--- config.mk ---
export PLATFORM = sky130hd
export DESIGN_NAME = tdl_boc_fdl
export DESIGN_NICKNAME = d
export VERILOG_FILES = /design/src/tdl_pkg.sv /design/src/tdl_boc_fdl.sv
export SDC_FILE = /design/constraint.sdc
export NUM_CORES = 1
export LEC_CHECK = 0
export BUFFER_PORTS_ARGS = -buffer_cell sky130_fd_sc_hd__buf_2
export CORE_ASPECT_RATIO = 0.5
export CORE_MARGIN = 3
export CORE_UTILIZATION = 50
export CTS_BUF_LIST = sky130_fd_sc_hd__clkbuf_2 sky130_fd_sc_hd__clkbuf_4 sky130_fd_sc_hd__clkbuf_8
export DETAILED_ROUTE_END_ITERATION = 12
export PLACE_DENSITY = 0.68
export SETUP_SLACK_MARGIN = 0.05
export SKIP_CTS_REPAIR_TIMING = 1
export SLEW_MARGIN = 20
export SYNTH_ARGS = -nofsm -noshare
export SYNTH_HDL_FRONTEND = slang
export SYNTH_SLANG_ARGS = --single-unit
--- constraint.sdc ---
create_clock -name clk_sys -period 2.8 [get_ports clk_sys]
set_input_delay 0 -clock clk_sys [delete_from_list [all_inputs] [get_ports clk_sys]]
set_output_delay 0 -clock clk_sys [all_outputs]
set_load 0.02 [all_outputs]
--- src/tdl_pkg.sv ---
// Shared constants for the T1 data link code and byte access block
package tdl_pkg;
   // Register offsets as printed
   localparam logic [8:0] ADR_RX_CODE_CTRL = 9'h015;
   localparam logic [8:0] ADR_RX_DL_BYTE = 9'h062;
   localparam logic [8:0] ADR_RX_CODE_VAL = 9'h063;
   localparam logic [8:0] ADR_RX_LSTAT7 = 9'h096;
   localparam logic [8:0] ADR_RX_IMASK7 = 9'h0a6;
   localparam logic [8:0] ADR_TX_LCTRL2 = 9'h113;
   localparam logic [8:0] ADR_TX_DL_BYTE = 9'h162;
   localparam logic [8:0] ADR_TX_CODE_VAL = 9'h163;
   localparam logic [8:0] ADR_TX_CTRL1 = 9'h181;
   localparam logic [8:0] ADR_TX_CTRL2 = 9'h182;
   localparam logic [8:0] ADR_TX_LSTAT2 = 9'h191;
   localparam logic [8:0] ADR_TX_IMASK2 = 9'h1a1;
   // Reset value of every register
   localparam logic [7:0] REG_RST = 8'h00;
   // Field positions
   localparam int BIT_SEND_CODE = 6;
   localparam int BIT_PASS_THRU = 6;
   localparam int BIT_DL_SOURCE = 7;
   localparam int BIT_CODE_DET = 0;
   localparam int BIT_CODE_CLR = 1;
   localparam int BIT_RX_FULL = 2;
   localparam int BIT_TX_EMPTY = 4;
   localparam int FLD_FILT_LO = 0;
   localparam int FLD_DISINT_LO = 4;
   // Code word framing: eight ones, zero, six code bits, zero
   localparam logic [7:0] CODE_FLAG = 8'hff;
   localparam logic [3:0] CODE_LAST_IDX = 4'hf;
   localparam logic [4:0] CODE_FRAME_BITS = 5'h10;
   // Byte serializer lengths
   localparam logic [3:0] DL_LAST_ESF = 4'h7;
   localparam logic [3:0] DL_LAST_D4 = 4'h5;
   localparam logic [7:0] D4_BYTE_MASK = 8'h3f;
   // Transmit code controller states
   typedef enum logic [2:0] {
      TX_IDLE = 3'b001,
      TX_SEND = 3'b010,
      TX_ABORT = 3'b100
   } tdl_tx_state_e;
endpackage

--- src/tdl_boc_fdl.sv ---
// T1 data link: code generator and detector, byte-wide link serializer and collector
//
// Functional notes
// Code logic works only in T1 mode
// Generator sends low six bits of code register
// Send-code bit starts insertion at once, continuous
// Abort sequence follows automatically when sending stops
// Insertion only while framing pass-through is zero
// Host writes code before setting send bit
// Extended superframe: received link bits searched continuously
// Detected flag after code persists filter count
// Detected code readable in receive code register
// Detected flag stays clear until new detection
// Cleared flag after code absent disintegration count
// Masked code flags drive interrupt output low
// Source bit selects byte serializer for link bits
// Transmit byte sent LSB first, no stuffing
// Empty flag after byte shifted, masked interrupt
// Unrefreshed transmit byte is sent again
// D4 pattern needs 1Ch and source zero
// D4 transmit uses only lower six bits
// Received bits shifted LSB first into byte
// Full flag on fill, masked interrupt
// Received byte is raw, no destuffing
// D4 receive byte updates on multiframe boundary
// Two-bit selects pick one of four thresholds
//
// Local design decision: the plain strobed port.
`timescale 1ns/1ps
`default_nettype none
module tdl_boc_fdl
   import tdl_pkg::*;
#(
   parameter logic [15:0] FILT_TBL = 16'h7531,
   parameter logic [15:0] DISINT_TBL = 16'h7531,
   parameter logic [4:0] ABORT_BITS = 5'h10
) (
   input wire logic clk_sys,
   input wire logic rst_b,
   input wire logic [8:0] addr,
   input wire logic [7:0] wr_data,
   input wire logic wr_stb,
   input wire logic rd_stb,
   output logic [7:0] rd_data,
   input wire logic t1_mode,
   input wire logic esf_mode,
   input wire logic tx_bit_req,
   input wire logic tx_serial_in,
   output logic tx_dl_bit,
   output logic tx_dl_insert,
   input wire logic rx_bit_stb,
   input wire logic rx_bit,
   input wire logic rx_mf_stb,
   output logic interrupt_out_n
);

   // Threshold lookup from a table of four nibbles
   function automatic logic [3:0] sel_thresh(input logic [1:0] sel, input logic [15:0] tbl);
      logic [3:0] t;
      t = tbl[{sel, 2'b00} +: 4];
      if (t == 4'h0) begin
         t = 4'h1;
      end
      return t;
   endfunction

   // Software registers
   logic [7:0] rx_code_control_r, rx_data_link_byte_r, rx_code_value_r;
   logic [7:0] rx_latched_status_seven_r, rx_interrupt_mask_seven_r;
   logic [7:0] tx_link_control_two_r, tx_data_link_byte_r, tx_code_value_r;
   logic [7:0] tx_control_one_r, tx_control_two_r;
   logic [7:0] tx_latched_status_two_r, tx_interrupt_mask_two_r;
   logic [7:0] rd_data_r, rd_data_nxt;
   logic interrupt_out_n_r;

   // Transmit side state
   tdl_tx_state_e tx_state_r, tx_state_nxt;
   logic [3:0] code_idx_r;
   logic [5:0] code_lat_r;
   logic [4:0] abort_cnt_r;
   logic [7:0] tx_sh_r;
   logic [3:0] tx_cnt_r;
   logic tx_dl_bit_r, tx_dl_insert_r;
   logic fbit_meta_r, fbit_sync_r;

   // Receive side state
   logic [15:0] win_r;
   logic [4:0] gap_r;
   logic [5:0] cand_r;
   logic [3:0] hit_r, miss_r;
   logic detected_r;
   logic [7:0] rx_sh_r;
   logic [3:0] rx_cnt_r;

   // Write decode
   wire wr_rx_ctrl = wr_stb && (addr == ADR_RX_CODE_CTRL);
   wire wr_rx_stat = wr_stb && (addr == ADR_RX_LSTAT7);
   wire wr_rx_mask = wr_stb && (addr == ADR_RX_IMASK7);
   wire wr_tx_lc2 = wr_stb && (addr == ADR_TX_LCTRL2);
   wire wr_tx_byte = wr_stb && (addr == ADR_TX_DL_BYTE);
   wire wr_tx_code = wr_stb && (addr == ADR_TX_CODE_VAL);
   wire wr_tx_c1 = wr_stb && (addr == ADR_TX_CTRL1);
   wire wr_tx_c2 = wr_stb && (addr == ADR_TX_CTRL2);
   wire wr_tx_stat = wr_stb && (addr == ADR_TX_LSTAT2);
   wire wr_tx_mask = wr_stb && (addr == ADR_TX_IMASK2);

   // Mode qualifiers
   wire code_mode = t1_mode && esf_mode;
   wire send_en = tx_link_control_two_r[BIT_SEND_CODE];
   wire pass_thru = tx_control_one_r[BIT_PASS_THRU];
   wire byte_src = t1_mode && !tx_control_two_r[BIT_DL_SOURCE];

   // Code word being sent, low six bits of the code register
   wire [15:0] code_pat = {1'b0, code_lat_r, 1'b0, CODE_FLAG};
   wire tx_busy = (tx_state_r != TX_IDLE);
   wire code_bit = (tx_state_r == TX_SEND) ? code_pat[code_idx_r] : 1'b1;

   // Byte serializer selection, D4 keeps six bits
   wire [3:0] tx_last = esf_mode ? DL_LAST_ESF : DL_LAST_D4;
   wire [7:0] tx_load = esf_mode ? tx_data_link_byte_r : (tx_data_link_byte_r & D4_BYTE_MASK);
   wire [7:0] tx_cur = (tx_cnt_r == 4'h0) ? tx_load : tx_sh_r;
   wire tx_byte_done = tx_bit_req && byte_src && !tx_busy && (tx_cnt_r == tx_last);
   wire set_tx_empty = tx_byte_done;

   // Outgoing bit choice; pass-through keeps the sampled framing bit
   wire ins_w = t1_mode && !pass_thru && (tx_busy || byte_src);
   wire bit_w = !ins_w ? fbit_sync_r : (tx_busy ? code_bit : tx_cur[0]);

   // Receive code search over the last sixteen bits
   wire [15:0] win_nxt = {rx_bit, win_r[15:1]};
   wire rx_code_stb = rx_bit_stb && code_mode;
   wire match_w = (win_nxt[7:0] == CODE_FLAG) && !win_nxt[8] && !win_nxt[15];
   wire [5:0] code_w = win_nxt[14:9];
   wire miss_w = rx_code_stb && !match_w && ((gap_r + 5'h01) == CODE_FRAME_BITS);
   wire [3:0] filt_th = sel_thresh(rx_code_control_r[FLD_FILT_LO +: 2], FILT_TBL);
   wire [3:0] dis_th = sel_thresh(rx_code_control_r[FLD_DISINT_LO +: 2], DISINT_TBL);
   wire same_code = (code_w == cand_r);
   wire [3:0] hit_nxt = same_code ? ((hit_r == 4'hf) ? hit_r : hit_r + 4'h1) : 4'h1;
   wire hit_ok = rx_code_stb && match_w && (hit_nxt >= filt_th);
   wire new_code = !detected_r || (code_w != rx_code_value_r[5:0]);
   wire set_det = hit_ok && new_code && (hit_nxt == filt_th || !detected_r);
   wire [3:0] miss_nxt = (miss_r == 4'hf) ? miss_r : miss_r + 4'h1;
   wire set_clr = miss_w && detected_r && (miss_nxt >= dis_th);

   // Receive byte collector
   wire [7:0] rx_sh_nxt = {rx_bit, rx_sh_r[7:1]};
   wire rx_esf_full = t1_mode && esf_mode && rx_bit_stb && (rx_cnt_r == DL_LAST_ESF);
   wire rx_d4_full = t1_mode && !esf_mode && rx_mf_stb;
   wire set_rx_full = rx_esf_full || rx_d4_full;

   // Latched flags: a new event wins over a clear in the same cycle
   wire [7:0] rx_set = {5'h00, set_rx_full, set_clr, set_det};
   wire [7:0] rx_w1c = wr_rx_stat ? wr_data : 8'h00;
   wire [7:0] rx_stat_nxt = (rx_latched_status_seven_r & ~rx_w1c) | rx_set;
   wire [7:0] tx_set = {3'h0, set_tx_empty, 4'h0};
   wire [7:0] tx_w1c = wr_tx_stat ? wr_data : 8'h00;
   wire [7:0] tx_stat_nxt = (tx_latched_status_two_r & ~tx_w1c) | tx_set;
   wire irq_w = |(rx_latched_status_seven_r & rx_interrupt_mask_seven_r & 8'h07) ||
                (tx_latched_status_two_r[BIT_TX_EMPTY] && tx_interrupt_mask_two_r[BIT_TX_EMPTY]);

   // Read decode, unmapped offsets read zero
   always_comb begin
      if (addr == ADR_RX_CODE_CTRL) begin
         rd_data_nxt = rx_code_control_r;
      end else if (addr == ADR_RX_DL_BYTE) begin
         rd_data_nxt = rx_data_link_byte_r;
      end else if (addr == ADR_RX_CODE_VAL) begin
         rd_data_nxt = rx_code_value_r;
      end else if (addr == ADR_RX_LSTAT7) begin
         rd_data_nxt = rx_latched_status_seven_r;
      end else if (addr == ADR_RX_IMASK7) begin
         rd_data_nxt = rx_interrupt_mask_seven_r;
      end else if (addr == ADR_TX_LCTRL2) begin
         rd_data_nxt = tx_link_control_two_r;
      end else if (addr == ADR_TX_DL_BYTE) begin
         rd_data_nxt = tx_data_link_byte_r;
      end else if (addr == ADR_TX_CODE_VAL) begin
         rd_data_nxt = tx_code_value_r;
      end else if (addr == ADR_TX_CTRL1) begin
         rd_data_nxt = tx_control_one_r;
      end else if (addr == ADR_TX_CTRL2) begin
         rd_data_nxt = tx_control_two_r;
      end else if (addr == ADR_TX_LSTAT2) begin
         rd_data_nxt = tx_latched_status_two_r;
      end else if (addr == ADR_TX_IMASK2) begin
         rd_data_nxt = tx_interrupt_mask_two_r;
      end else begin
         rd_data_nxt = 8'h00;
      end
   end

   // Transmit code controller next state
   always_comb begin
      tx_state_nxt = tx_state_r;
      case (tx_state_r)
         TX_IDLE: begin
            if (send_en && code_mode) begin
               tx_state_nxt = TX_SEND;
            end
         end
         TX_SEND: begin
            if (!send_en || !code_mode) begin
               tx_state_nxt = TX_ABORT;
            end
         end
         TX_ABORT: begin
            if (send_en && code_mode) begin
               tx_state_nxt = TX_SEND;
            end else if (tx_bit_req && (abort_cnt_r == ABORT_BITS - 5'h01)) begin
               tx_state_nxt = TX_IDLE;
            end
         end
         default: tx_state_nxt = TX_IDLE;
      endcase
   end

   // Host-written registers
   always_ff @(posedge clk_sys or negedge rst_b) begin
      if (!rst_b) begin
         rx_code_control_r <= REG_RST;
         rx_interrupt_mask_seven_r <= REG_RST;
         tx_link_control_two_r <= REG_RST;
         tx_data_link_byte_r <= REG_RST;
         tx_code_value_r <= REG_RST;
         tx_control_one_r <= REG_RST;
         tx_control_two_r <= REG_RST;
         tx_interrupt_mask_two_r <= REG_RST;
      end else begin
         if (wr_rx_ctrl) rx_code_control_r <= wr_data;
         if (wr_rx_mask) rx_interrupt_mask_seven_r <= wr_data;
         if (wr_tx_lc2) tx_link_control_two_r <= wr_data;
         if (wr_tx_byte) tx_data_link_byte_r <= wr_data;
         if (wr_tx_code) tx_code_value_r <= wr_data;
         if (wr_tx_c1) tx_control_one_r <= wr_data;
         if (wr_tx_c2) tx_control_two_r <= wr_data;
         if (wr_tx_mask) tx_interrupt_mask_two_r <= wr_data;
      end
   end

   // Status flags, read data and interrupt
   always_ff @(posedge clk_sys or negedge rst_b) begin
      if (!rst_b) begin
         rx_latched_status_seven_r <= REG_RST;
         tx_latched_status_two_r <= REG_RST;
         rd_data_r <= REG_RST;
         interrupt_out_n_r <= 1'b1;
      end else begin
         rx_latched_status_seven_r <= rx_stat_nxt;
         tx_latched_status_two_r <= tx_stat_nxt;
         rd_data_r <= rd_stb ? rd_data_nxt : REG_RST;
         interrupt_out_n_r <= !irq_w;
      end
   end

   // Framing bit from the serial input pin, two-stage synchroniser
   always_ff @(posedge clk_sys or negedge rst_b) begin
      if (!rst_b) begin
         fbit_meta_r <= 1'b0;
         fbit_sync_r <= 1'b0;
      end else begin
         fbit_meta_r <= tx_serial_in;
         fbit_sync_r <= fbit_meta_r;
      end
   end

   // Transmit code word sequencing; code is latched at each word start
   always_ff @(posedge clk_sys or negedge rst_b) begin
      if (!rst_b) begin
         tx_state_r <= TX_IDLE;
         code_idx_r <= 4'h0;
         code_lat_r <= 6'h00;
         abort_cnt_r <= 5'h00;
      end else begin
         tx_state_r <= tx_state_nxt;
         if (tx_state_r == TX_IDLE || (tx_state_r == TX_ABORT && tx_state_nxt == TX_SEND)) begin
            code_idx_r <= 4'h0;
            code_lat_r <= tx_code_value_r[5:0];
         end else if (tx_bit_req && tx_state_r == TX_SEND) begin
            code_idx_r <= code_idx_r + 4'h1;
            if (code_idx_r == CODE_LAST_IDX) code_lat_r <= tx_code_value_r[5:0];
         end
         if (tx_state_r != TX_ABORT) begin
            abort_cnt_r <= 5'h00;
         end else if (tx_bit_req) begin
            abort_cnt_r <= abort_cnt_r + 5'h01;
         end
      end
   end

   // Transmit byte serializer and outgoing bit
   always_ff @(posedge clk_sys or negedge rst_b) begin
      if (!rst_b) begin
         tx_sh_r <= 8'h00;
         tx_cnt_r <= 4'h0;
         tx_dl_bit_r <= 1'b0;
         tx_dl_insert_r <= 1'b0;
      end else begin
         if (!byte_src) begin
            tx_cnt_r <= 4'h0;
         end else if (tx_bit_req && !tx_busy) begin
            tx_sh_r <= {1'b0, tx_cur[7:1]};
            tx_cnt_r <= tx_byte_done ? 4'h0 : tx_cnt_r + 4'h1;
         end
         if (tx_bit_req) begin
            tx_dl_bit_r <= bit_w;
            tx_dl_insert_r <= ins_w;
         end
      end
   end

   // Receive code detector
   always_ff @(posedge clk_sys or negedge rst_b) begin
      if (!rst_b) begin
         win_r <= 16'h0000;
         gap_r <= 5'h00;
         cand_r <= 6'h00;
         hit_r <= 4'h0;
         miss_r <= 4'h0;
         detected_r <= 1'b0;
         rx_code_value_r <= REG_RST;
      end else if (!code_mode) begin
         gap_r <= 5'h00;
         hit_r <= 4'h0;
         miss_r <= 4'h0;
         detected_r <= 1'b0;
      end else if (rx_code_stb) begin
         win_r <= win_nxt;
         if (match_w) begin
            gap_r <= 5'h00;
            cand_r <= code_w;
            hit_r <= hit_nxt;
            miss_r <= 4'h0;
         end else if (miss_w) begin
            gap_r <= 5'h00;
            hit_r <= 4'h0;
            miss_r <= miss_nxt;
         end else begin
            gap_r <= gap_r + 5'h01;
         end
         if (set_det) begin
            detected_r <= 1'b1;
            rx_code_value_r <= {2'b00, code_w};
         end else if (set_clr) begin
            detected_r <= 1'b0;
         end
      end
   end

   // Receive byte collector
   always_ff @(posedge clk_sys or negedge rst_b) begin
      if (!rst_b) begin
         rx_sh_r <= 8'h00;
         rx_cnt_r <= 4'h0;
         rx_data_link_byte_r <= REG_RST;
      end else if (t1_mode) begin
         if (rx_bit_stb) begin
            rx_sh_r <= rx_sh_nxt;
            rx_cnt_r <= (rx_esf_full || !esf_mode) ? 4'h0 : rx_cnt_r + 4'h1;
         end
         if (rx_esf_full) begin
            rx_data_link_byte_r <= rx_sh_nxt;
         end else if (rx_d4_full) begin
            rx_data_link_byte_r <= rx_sh_r;
         end
      end
   end

   assign rd_data = rd_data_r;
   assign interrupt_out_n = interrupt_out_n_r;
   assign tx_dl_bit = tx_dl_bit_r;
   assign tx_dl_insert = tx_dl_insert_r;

endmodule
`default_nettype wire

[Word-level counts from Yosys, hierarchy flattened]
Cells that the tools add are included.
Storage, ports and cells
  bits of input ports: 28
  register bits after elaboration: 184
  output and inout bits: 11
  word-level logic and storage cells: 219
  bits in read-only memories: 0
  memories kept: 0
  bits in latches: 0
  memory bits (writable): 0
Operators by class
  eq/ne operators: 33
  bitwise operators: 7
  div/mod/pow operators: 0
  $mul: 0
  add/sub/neg operators: 7
  order comparisons: 3
  reduce and logical (&&, ||, !) cells: 73
  muxes and demuxes: 62
  shift operators: 2
Operators with widths (count)
  $mux W8: 19
  $mux W4: 19
  $eq A9 B9 Y1 const B: 7
  $logic_and A1 B1 Y1: 37
  $shiftx A16 B5 Y4 const A: 2
  $mux W5: 6
  $add A4 B1 Y4 const B: 5
  $eq A9 B7 Y1 const B: 2
  $eq A9 B8 Y1 const B: 2
  $mux W6: 3
  $and A8 B8 Y8: 2
  $not A8 Y8: 2
  $reduce_and A2 Y1: 7
  $eq A4 B4 Y1 const B: 3
  $logic_not A4 Y1: 3
  $mux W3: 4
  $logic_not A1 Y1: 11
  $add A5 B1 Y5 const B: 2
  $eq A9 B5 Y1 const B: 1
  $ne A3 B1 Y1 const B: 3
  $pmux W3 S3: 1
  $eq A8 B8 Y1 const B: 1
  $ge A4 B4 Y1: 2
  $logic_or A1 B1 Y1: 8
  22 further kinds: 35

[Logic depth before layout (Yosys ltp)]
  depth in word-level cells: 14
  gate-level depth with buffers: 10
  gate-level depth less buffers: 10

[Worst setup path after synthesis]
No wires, ideal clock.
  path type: register -> register
  start point: register win_r[13]
  end point: register rx_code_value_r[0]
  cell stages (with the launch flop): 11
  path buffers: 0
  arrival time: 2368 ps
  slack: 307 ps
  period minus slack after synthesis: 2493 ps
  setup time: 125 ps
  required time: 2675 ps
  cell sequence: dfrtp_1 > xor2_1 > nor4_1 > nand3_1 > nor3_1 > ha_1 > nand2_1 > nor3_2 > o41ai_1 > o221ai_2 > mux2_2
On the way
  longest elaborated chain between the ends: 7
  elaborated cells between the ends (all ways): 11
  those cells by class: 1 x order compare; 3 x eq/ne; 1 x mux; 6 x reduce/logical
Ends and longest elaborated chain
  start, declared: line tdl_boc_fdl.sv:87  | logic [15:0] win_r;
  start signal, assigned: line tdl_boc_fdl.sv:327  | win_r <= win_nxt;
  $eq A6 B6 Y1: line tdl_boc_fdl.sv:137  | wire same_code = (code_w == cand_r);
  $mux W4: line tdl_boc_fdl.sv:138  | wire [3:0] hit_nxt = same_code ? ((hit_r == 4'hf) ? hit_r : hit_r + 4'h1) : 4'h1;
  $ge A4 B4 Y1: line tdl_boc_fdl.sv:139  | wire hit_ok = rx_code_stb && match_w && (hit_nxt >= filt_th);
  $logic_and A1 B1 Y1: line tdl_boc_fdl.sv:139
  $logic_and A1 B1 Y1: line tdl_boc_fdl.sv:141  | wire set_det = hit_ok && new_code && (hit_nxt == filt_th || !detected_r);
  $logic_and A1 B1 Y1 (*): line tdl_boc_fdl.sv:141
  $reduce_and A3 Y1 (no line) (*)
  end signal, assigned: line tdl_boc_fdl.sv:342  | rx_code_value_r <= {2'b00, code_w};
  end, declared: line tdl_boc_fdl.sv:68  | logic [7:0] rx_code_control_r, rx_data_link_byte_r, rx_code_value_r;
Mark *: on every way between the ends. The rest lies on a longest branch, timed or not.
A chain may end at the register's enable or synchronous reset.

[Final worst setup path]
  start point: register cand_r[3]
  end point: register rx_code_value_r[1]
On the way
  longest elaborated chain between the ends: 7
  elaborated cells between the ends (all ways): 9
  those cells by class: 1 x order compare; 2 x eq/ne; 1 x mux; 5 x reduce/logical
Ends and longest elaborated chain
  start, declared: line tdl_boc_fdl.sv:89  | logic [5:0] cand_r;
  start signal, assigned: line tdl_boc_fdl.sv:330  | cand_r <= code_w;
  $eq A6 B6 Y1 (*): line tdl_boc_fdl.sv:137
  $mux W4 (*): line tdl_boc_fdl.sv:138
  $ge A4 B4 Y1: line tdl_boc_fdl.sv:139
  $logic_and A1 B1 Y1: line tdl_boc_fdl.sv:139
  $logic_and A1 B1 Y1: line tdl_boc_fdl.sv:141
  $logic_and A1 B1 Y1 (*): line tdl_boc_fdl.sv:141
  $reduce_and A3 Y1 (no line) (*)
Marked as above.

==> summary.md <==
| Metric | Value |
|---|---|
| Reg-to-reg slack, setup | `between 0.2 and 0.3 ns` |
| F_max | `0.395 GHz` |
| Final setup TNS | `0 ns` |
| Crit end category | `register` |
| Global-route wire length before repair | `around 35000 um` |
| Total track usage | `around 22%` |
| Slowest stage delay, CP | `0.39 ns` |
| Antenna-violating nets left | `0` |
| Initial antenna violation count | `0` |
| CP startpoint kind | `register` |
| Num rows | `34` |
| IO buf count | `38` |
| Peak supply drop | `between 300 and 400 uV` |
| CP Max Fanout | `8` |
| Placed cell area | `between 0.009 and 0.01 mm2` |
| Minimum clock period | `roughly 2.5 ns` |
| Seq/Total Area, Yosys | `~51%` |
| Number of setup violations in the final report | `0` |
| Largest net degree at the start of global routing | `62` |
| Die area | `0.0199 mm2` |
| Final Cycle Share | `between 90% and 100%` |
| Final wirelength | `around 21000 um` |
| Fin nets | `909` |
| Final Cell Area | `0.0102 mm2` |
| Initial DRT Pass Iterations | `5` |
| Syn nets | `between 800 and 900` |
| Layout fillers | `1476` |
| Vias in the first global route | `between 6000 and 7000` |
| Busiest grt layer | `met2` |
| Avg Vias per Cell | `between 5 and 6` |
| Clock Sinks | `between 150 and 200` |
| Syn avg cell area | `11.1 um2` |
| CTS Root Cell | `clkbuf_8` |
| Met2 Use GR | `35.1%` |
| Final hold violations | `0` |
| Total core area | `about 0.018 mm2` |
| CTS Buf Count | `17` |
| DRT iter0 DRCs | `roughly 490` |
| Worst Skew | `0.0200 ns` |
| Chip width | `roughly 200 um` |
| DR DRC count | `0` |
| Routed WL per cell | `between 15 and 20 um` |
| Req. time, crit path | `about 3.2 ns` |
| Cell Area, Synth | `about 0.009 mm2` |
| Share of layout cells above drive strength 1 | `between 20% and 30%` |
| Worst-Margin Slew | `slightly below 0.9 ns` |
| Yosys Warn Count | `0` |
| GR Util met3 | `4.12%` |
| Clock tree buffer depth | `2` |
| Syn Inst Count | `approximately 800` |
| Number of diodes | `0` |
| Post-synth top flop | `dfrtp_1` |
| FF-to-FF End | `rx_code_value_r[1]` |
| Total grt overflow | `0` |
| Final HPWL DP | `about 15000 um` |
| Outcome | `finished, final reports clean` |
| Number of buffers and inverters on the critical path | `2` |
| R2R cell count | `12` |
| CP max-delay cell | `dfrtp_1` |
| CP Data Arrival Time | `about 2.9 ns` |
| Crit Path Class | `register to register` |
| Die height | `between 100 and 150 um` |
| Worst Hold Class | `input pin to asynchronous set/reset pin` |
| Pwr per Cell Area | `about 560 mW/mm2` |
| Post-synth EDFFs | `0` |
| Pleak | `approximately 4.7 nW` |
| Yosys cell types | `74` |
| Pins Over Slew Limit | `0` |
| Fraction of registers with async set/reset | `between 90% and 100%` |
| CTS tree | `yes` |
| Htree depth | `4` |
| Crit-path leading delay family | `simple AND/OR/NAND/NOR gates` |
| GPL Wtd Cong | `0.915` |
| Boundary Pins | `39` |
| Initial core utilization | `51.6%` |
| Worst slew margin | `39.8%` |
| Clock Latency Late Sink | `between 0.4 and 0.5 ns` |
| Max-cap check violation count | `0` |
| CP cell instances | `xor2_1 > nor4_2 > nand3_1 > buf_4 > nor2_2 > ha_1 > nand2_1 > nor3_2 > o41ai_1 > o221ai_2 > buf_6 > mux2_2` |
| Area Overhead vs Synth | `12.1%` |
| Reg2Reg Launch Point | `cand_r[3]` |
| #FFs+latches synth | `around 180` |
| Reg clk slew, reported paths | `0.10 ns` |
| Met1 global-route usage | `around a third` |
| Unrepaired setup endpoints after global routing | `false` |
| Via Count | `6560` |
## state kept, by name, indices dropped and copies added, names as in the netlist, 5 cells and up
register,flops
tx_sh_r,7
gap_r,5
tx_control_two_r,8
code_lat_r,6
rx_code_value_r,6
abort_cnt_r,5
cand_r,6
win_r,15
rx_interrupt_mask_seven_r,8
rd_data,8
rx_code_control_r,8
rx_sh_r,8
tx_code_value_r,8
tx_data_link_byte_r,8
tx_control_one_r,8
rx_data_link_byte_r,8
tx_latched_status_two_r,8
tx_link_control_two_r,8
tx_interrupt_mask_two_r,8
rx_latched_status_seven_r,8
## where the power goes
| part | total, mW | switching [mW] | internal (mW) |
|---|---|---|---|
| Combinational | 0.705 | 0.377 | 0.328 |
| Sequential | 3.00 | 0.169 | 2.83 |
| Clock | 2.01 | 0.986 | 1.02 |
| Total | 5.71 | 1.53 | 4.18 |
## worst max-delay path by stage
stage,depth (start not counted),end,startpoint
2_1_floorplan,10,rx_code_value_r[0],win_r[13]
3_3_place_gp,11,rx_code_value_r[2],cand_r[3]
3_5_place_dp,10,rx_code_value_r[3],cand_r[3]
4_1_cts,10,rx_code_value_r[1],cand_r[3]
5_1_grt,12,rx_code_value_r[1],cand_r[3]
6_report,12,rx_code_value_r[1],cand_r[3]
## routing by layer
metal | vias to the layer above | part of all wire (%) | wire [um]
met5 | - | 0 | 0
met1 | 3270 | 49 | 10400
met2 | 189 | 45 | 9610
met3 | 35 | 4.7 | 1000
met4 | 0 | 1.9 | 414
li1 | 3066 | - | -
## metrics by stage
stage / worst slack, ns / utilization, % / hold WS (ns) / total power [mW] / instances
2_1_floorplan: 0.307 / - / -0.296 / 3.45 / 815
3_3_place_gp: 0.181 / 54.3 / 0.0237 / 3.70 / 1067
3_5_place_dp: 0.106 / 54.3 / 0.0274 / 3.73 / 1067
4_1_cts: 0.0904 / 56.8 / -0.479 / 5.72 / 1099
5_1_grt: 0.0792 / 57.8 / 0.0684 / 5.97 / 1115
6_report: 0.267 / 57.8 / 0.0574 / 5.71 / 1115
## cell families (layout without fill, tap and decap cells)
kind of cell,Yosys count,in the layout,synth area share [%]
mux,142,142,17.3
xor+xnor,23,23,2.22
buf+inv,53,119,2.44
compound gates,159,159,11.3
flops,183,183,50.6
fa+ha+maj,13,13,1.79
simple gates,242,242,14.3
## placed cells by master, fill, tap and decap left out, types with 8 or more instances in the layout
cell type      synthesis  layout
o21ai_0               33      33
buf_2                  9      37
nand2b_1               9       9
a21oi_1               41      41
dfrtp_1              181     181
a21boi_0              13      13
nor3_1                16      15
ha_1                  13      13
mux2i_1               31      31
buf_4                  1      18
nand4_1               11      11
xor2_1                15      15
xnor2_1                8       8
mux2_2               110     110
clkbuf_8               0      18
a22oi_1               14      14
nor2b_1                8       8
dlygate4sd3_1          0      15
nor2_1                61      60
inv_1                 14      14
nand3_1               23      23
nand2_1               58      58
o22ai_1               12      12
## synthesized netlist by cell type (7+ instances only)
master | number | area [um2]
nor2_1 | 61 | 229
ha_1 | 13 | 163
nand2_1 | 58 | 218
nor2b_1 | 8 | 50.1
mux2_2 | 110 | 1240
and3_1 | 7 | 43.8
buf_1 | 9 | 33.8
a21boi_0 | 13 | 97.6
nand3_1 | 23 | 115
a22oi_1 | 14 | 105
nand2b_1 | 9 | 56.3
mux2i_1 | 31 | 310
xor2_1 | 15 | 131
a21oi_1 | 41 | 205
xnor2_1 | 8 | 70.1
buf_2 | 9 | 45.0
o21ai_0 | 33 | 165
clkbuf_1 | 19 | 71.3
nand4_1 | 11 | 68.8
dfrtp_1 | 181 | 4530
inv_1 | 14 | 52.6
nor3_1 | 16 | 80.1
o22ai_1 | 12 | 75.1
nand4b_1 | 7 | 61.3
## final cells by class
cell class              instances  area [um2]  area share [%]
clock buffers                  19         255            2.51
clock inverters                13         191            1.88
inverters                      14        52.6           0.517
multi-input cells             579        4270            42.1
flip-flops and latches        183        4580            45.1
well taps                     234         293            2.88
repair buffers                 73         513            5.05
Note: power is estimated with default switching activity, not from simulation.
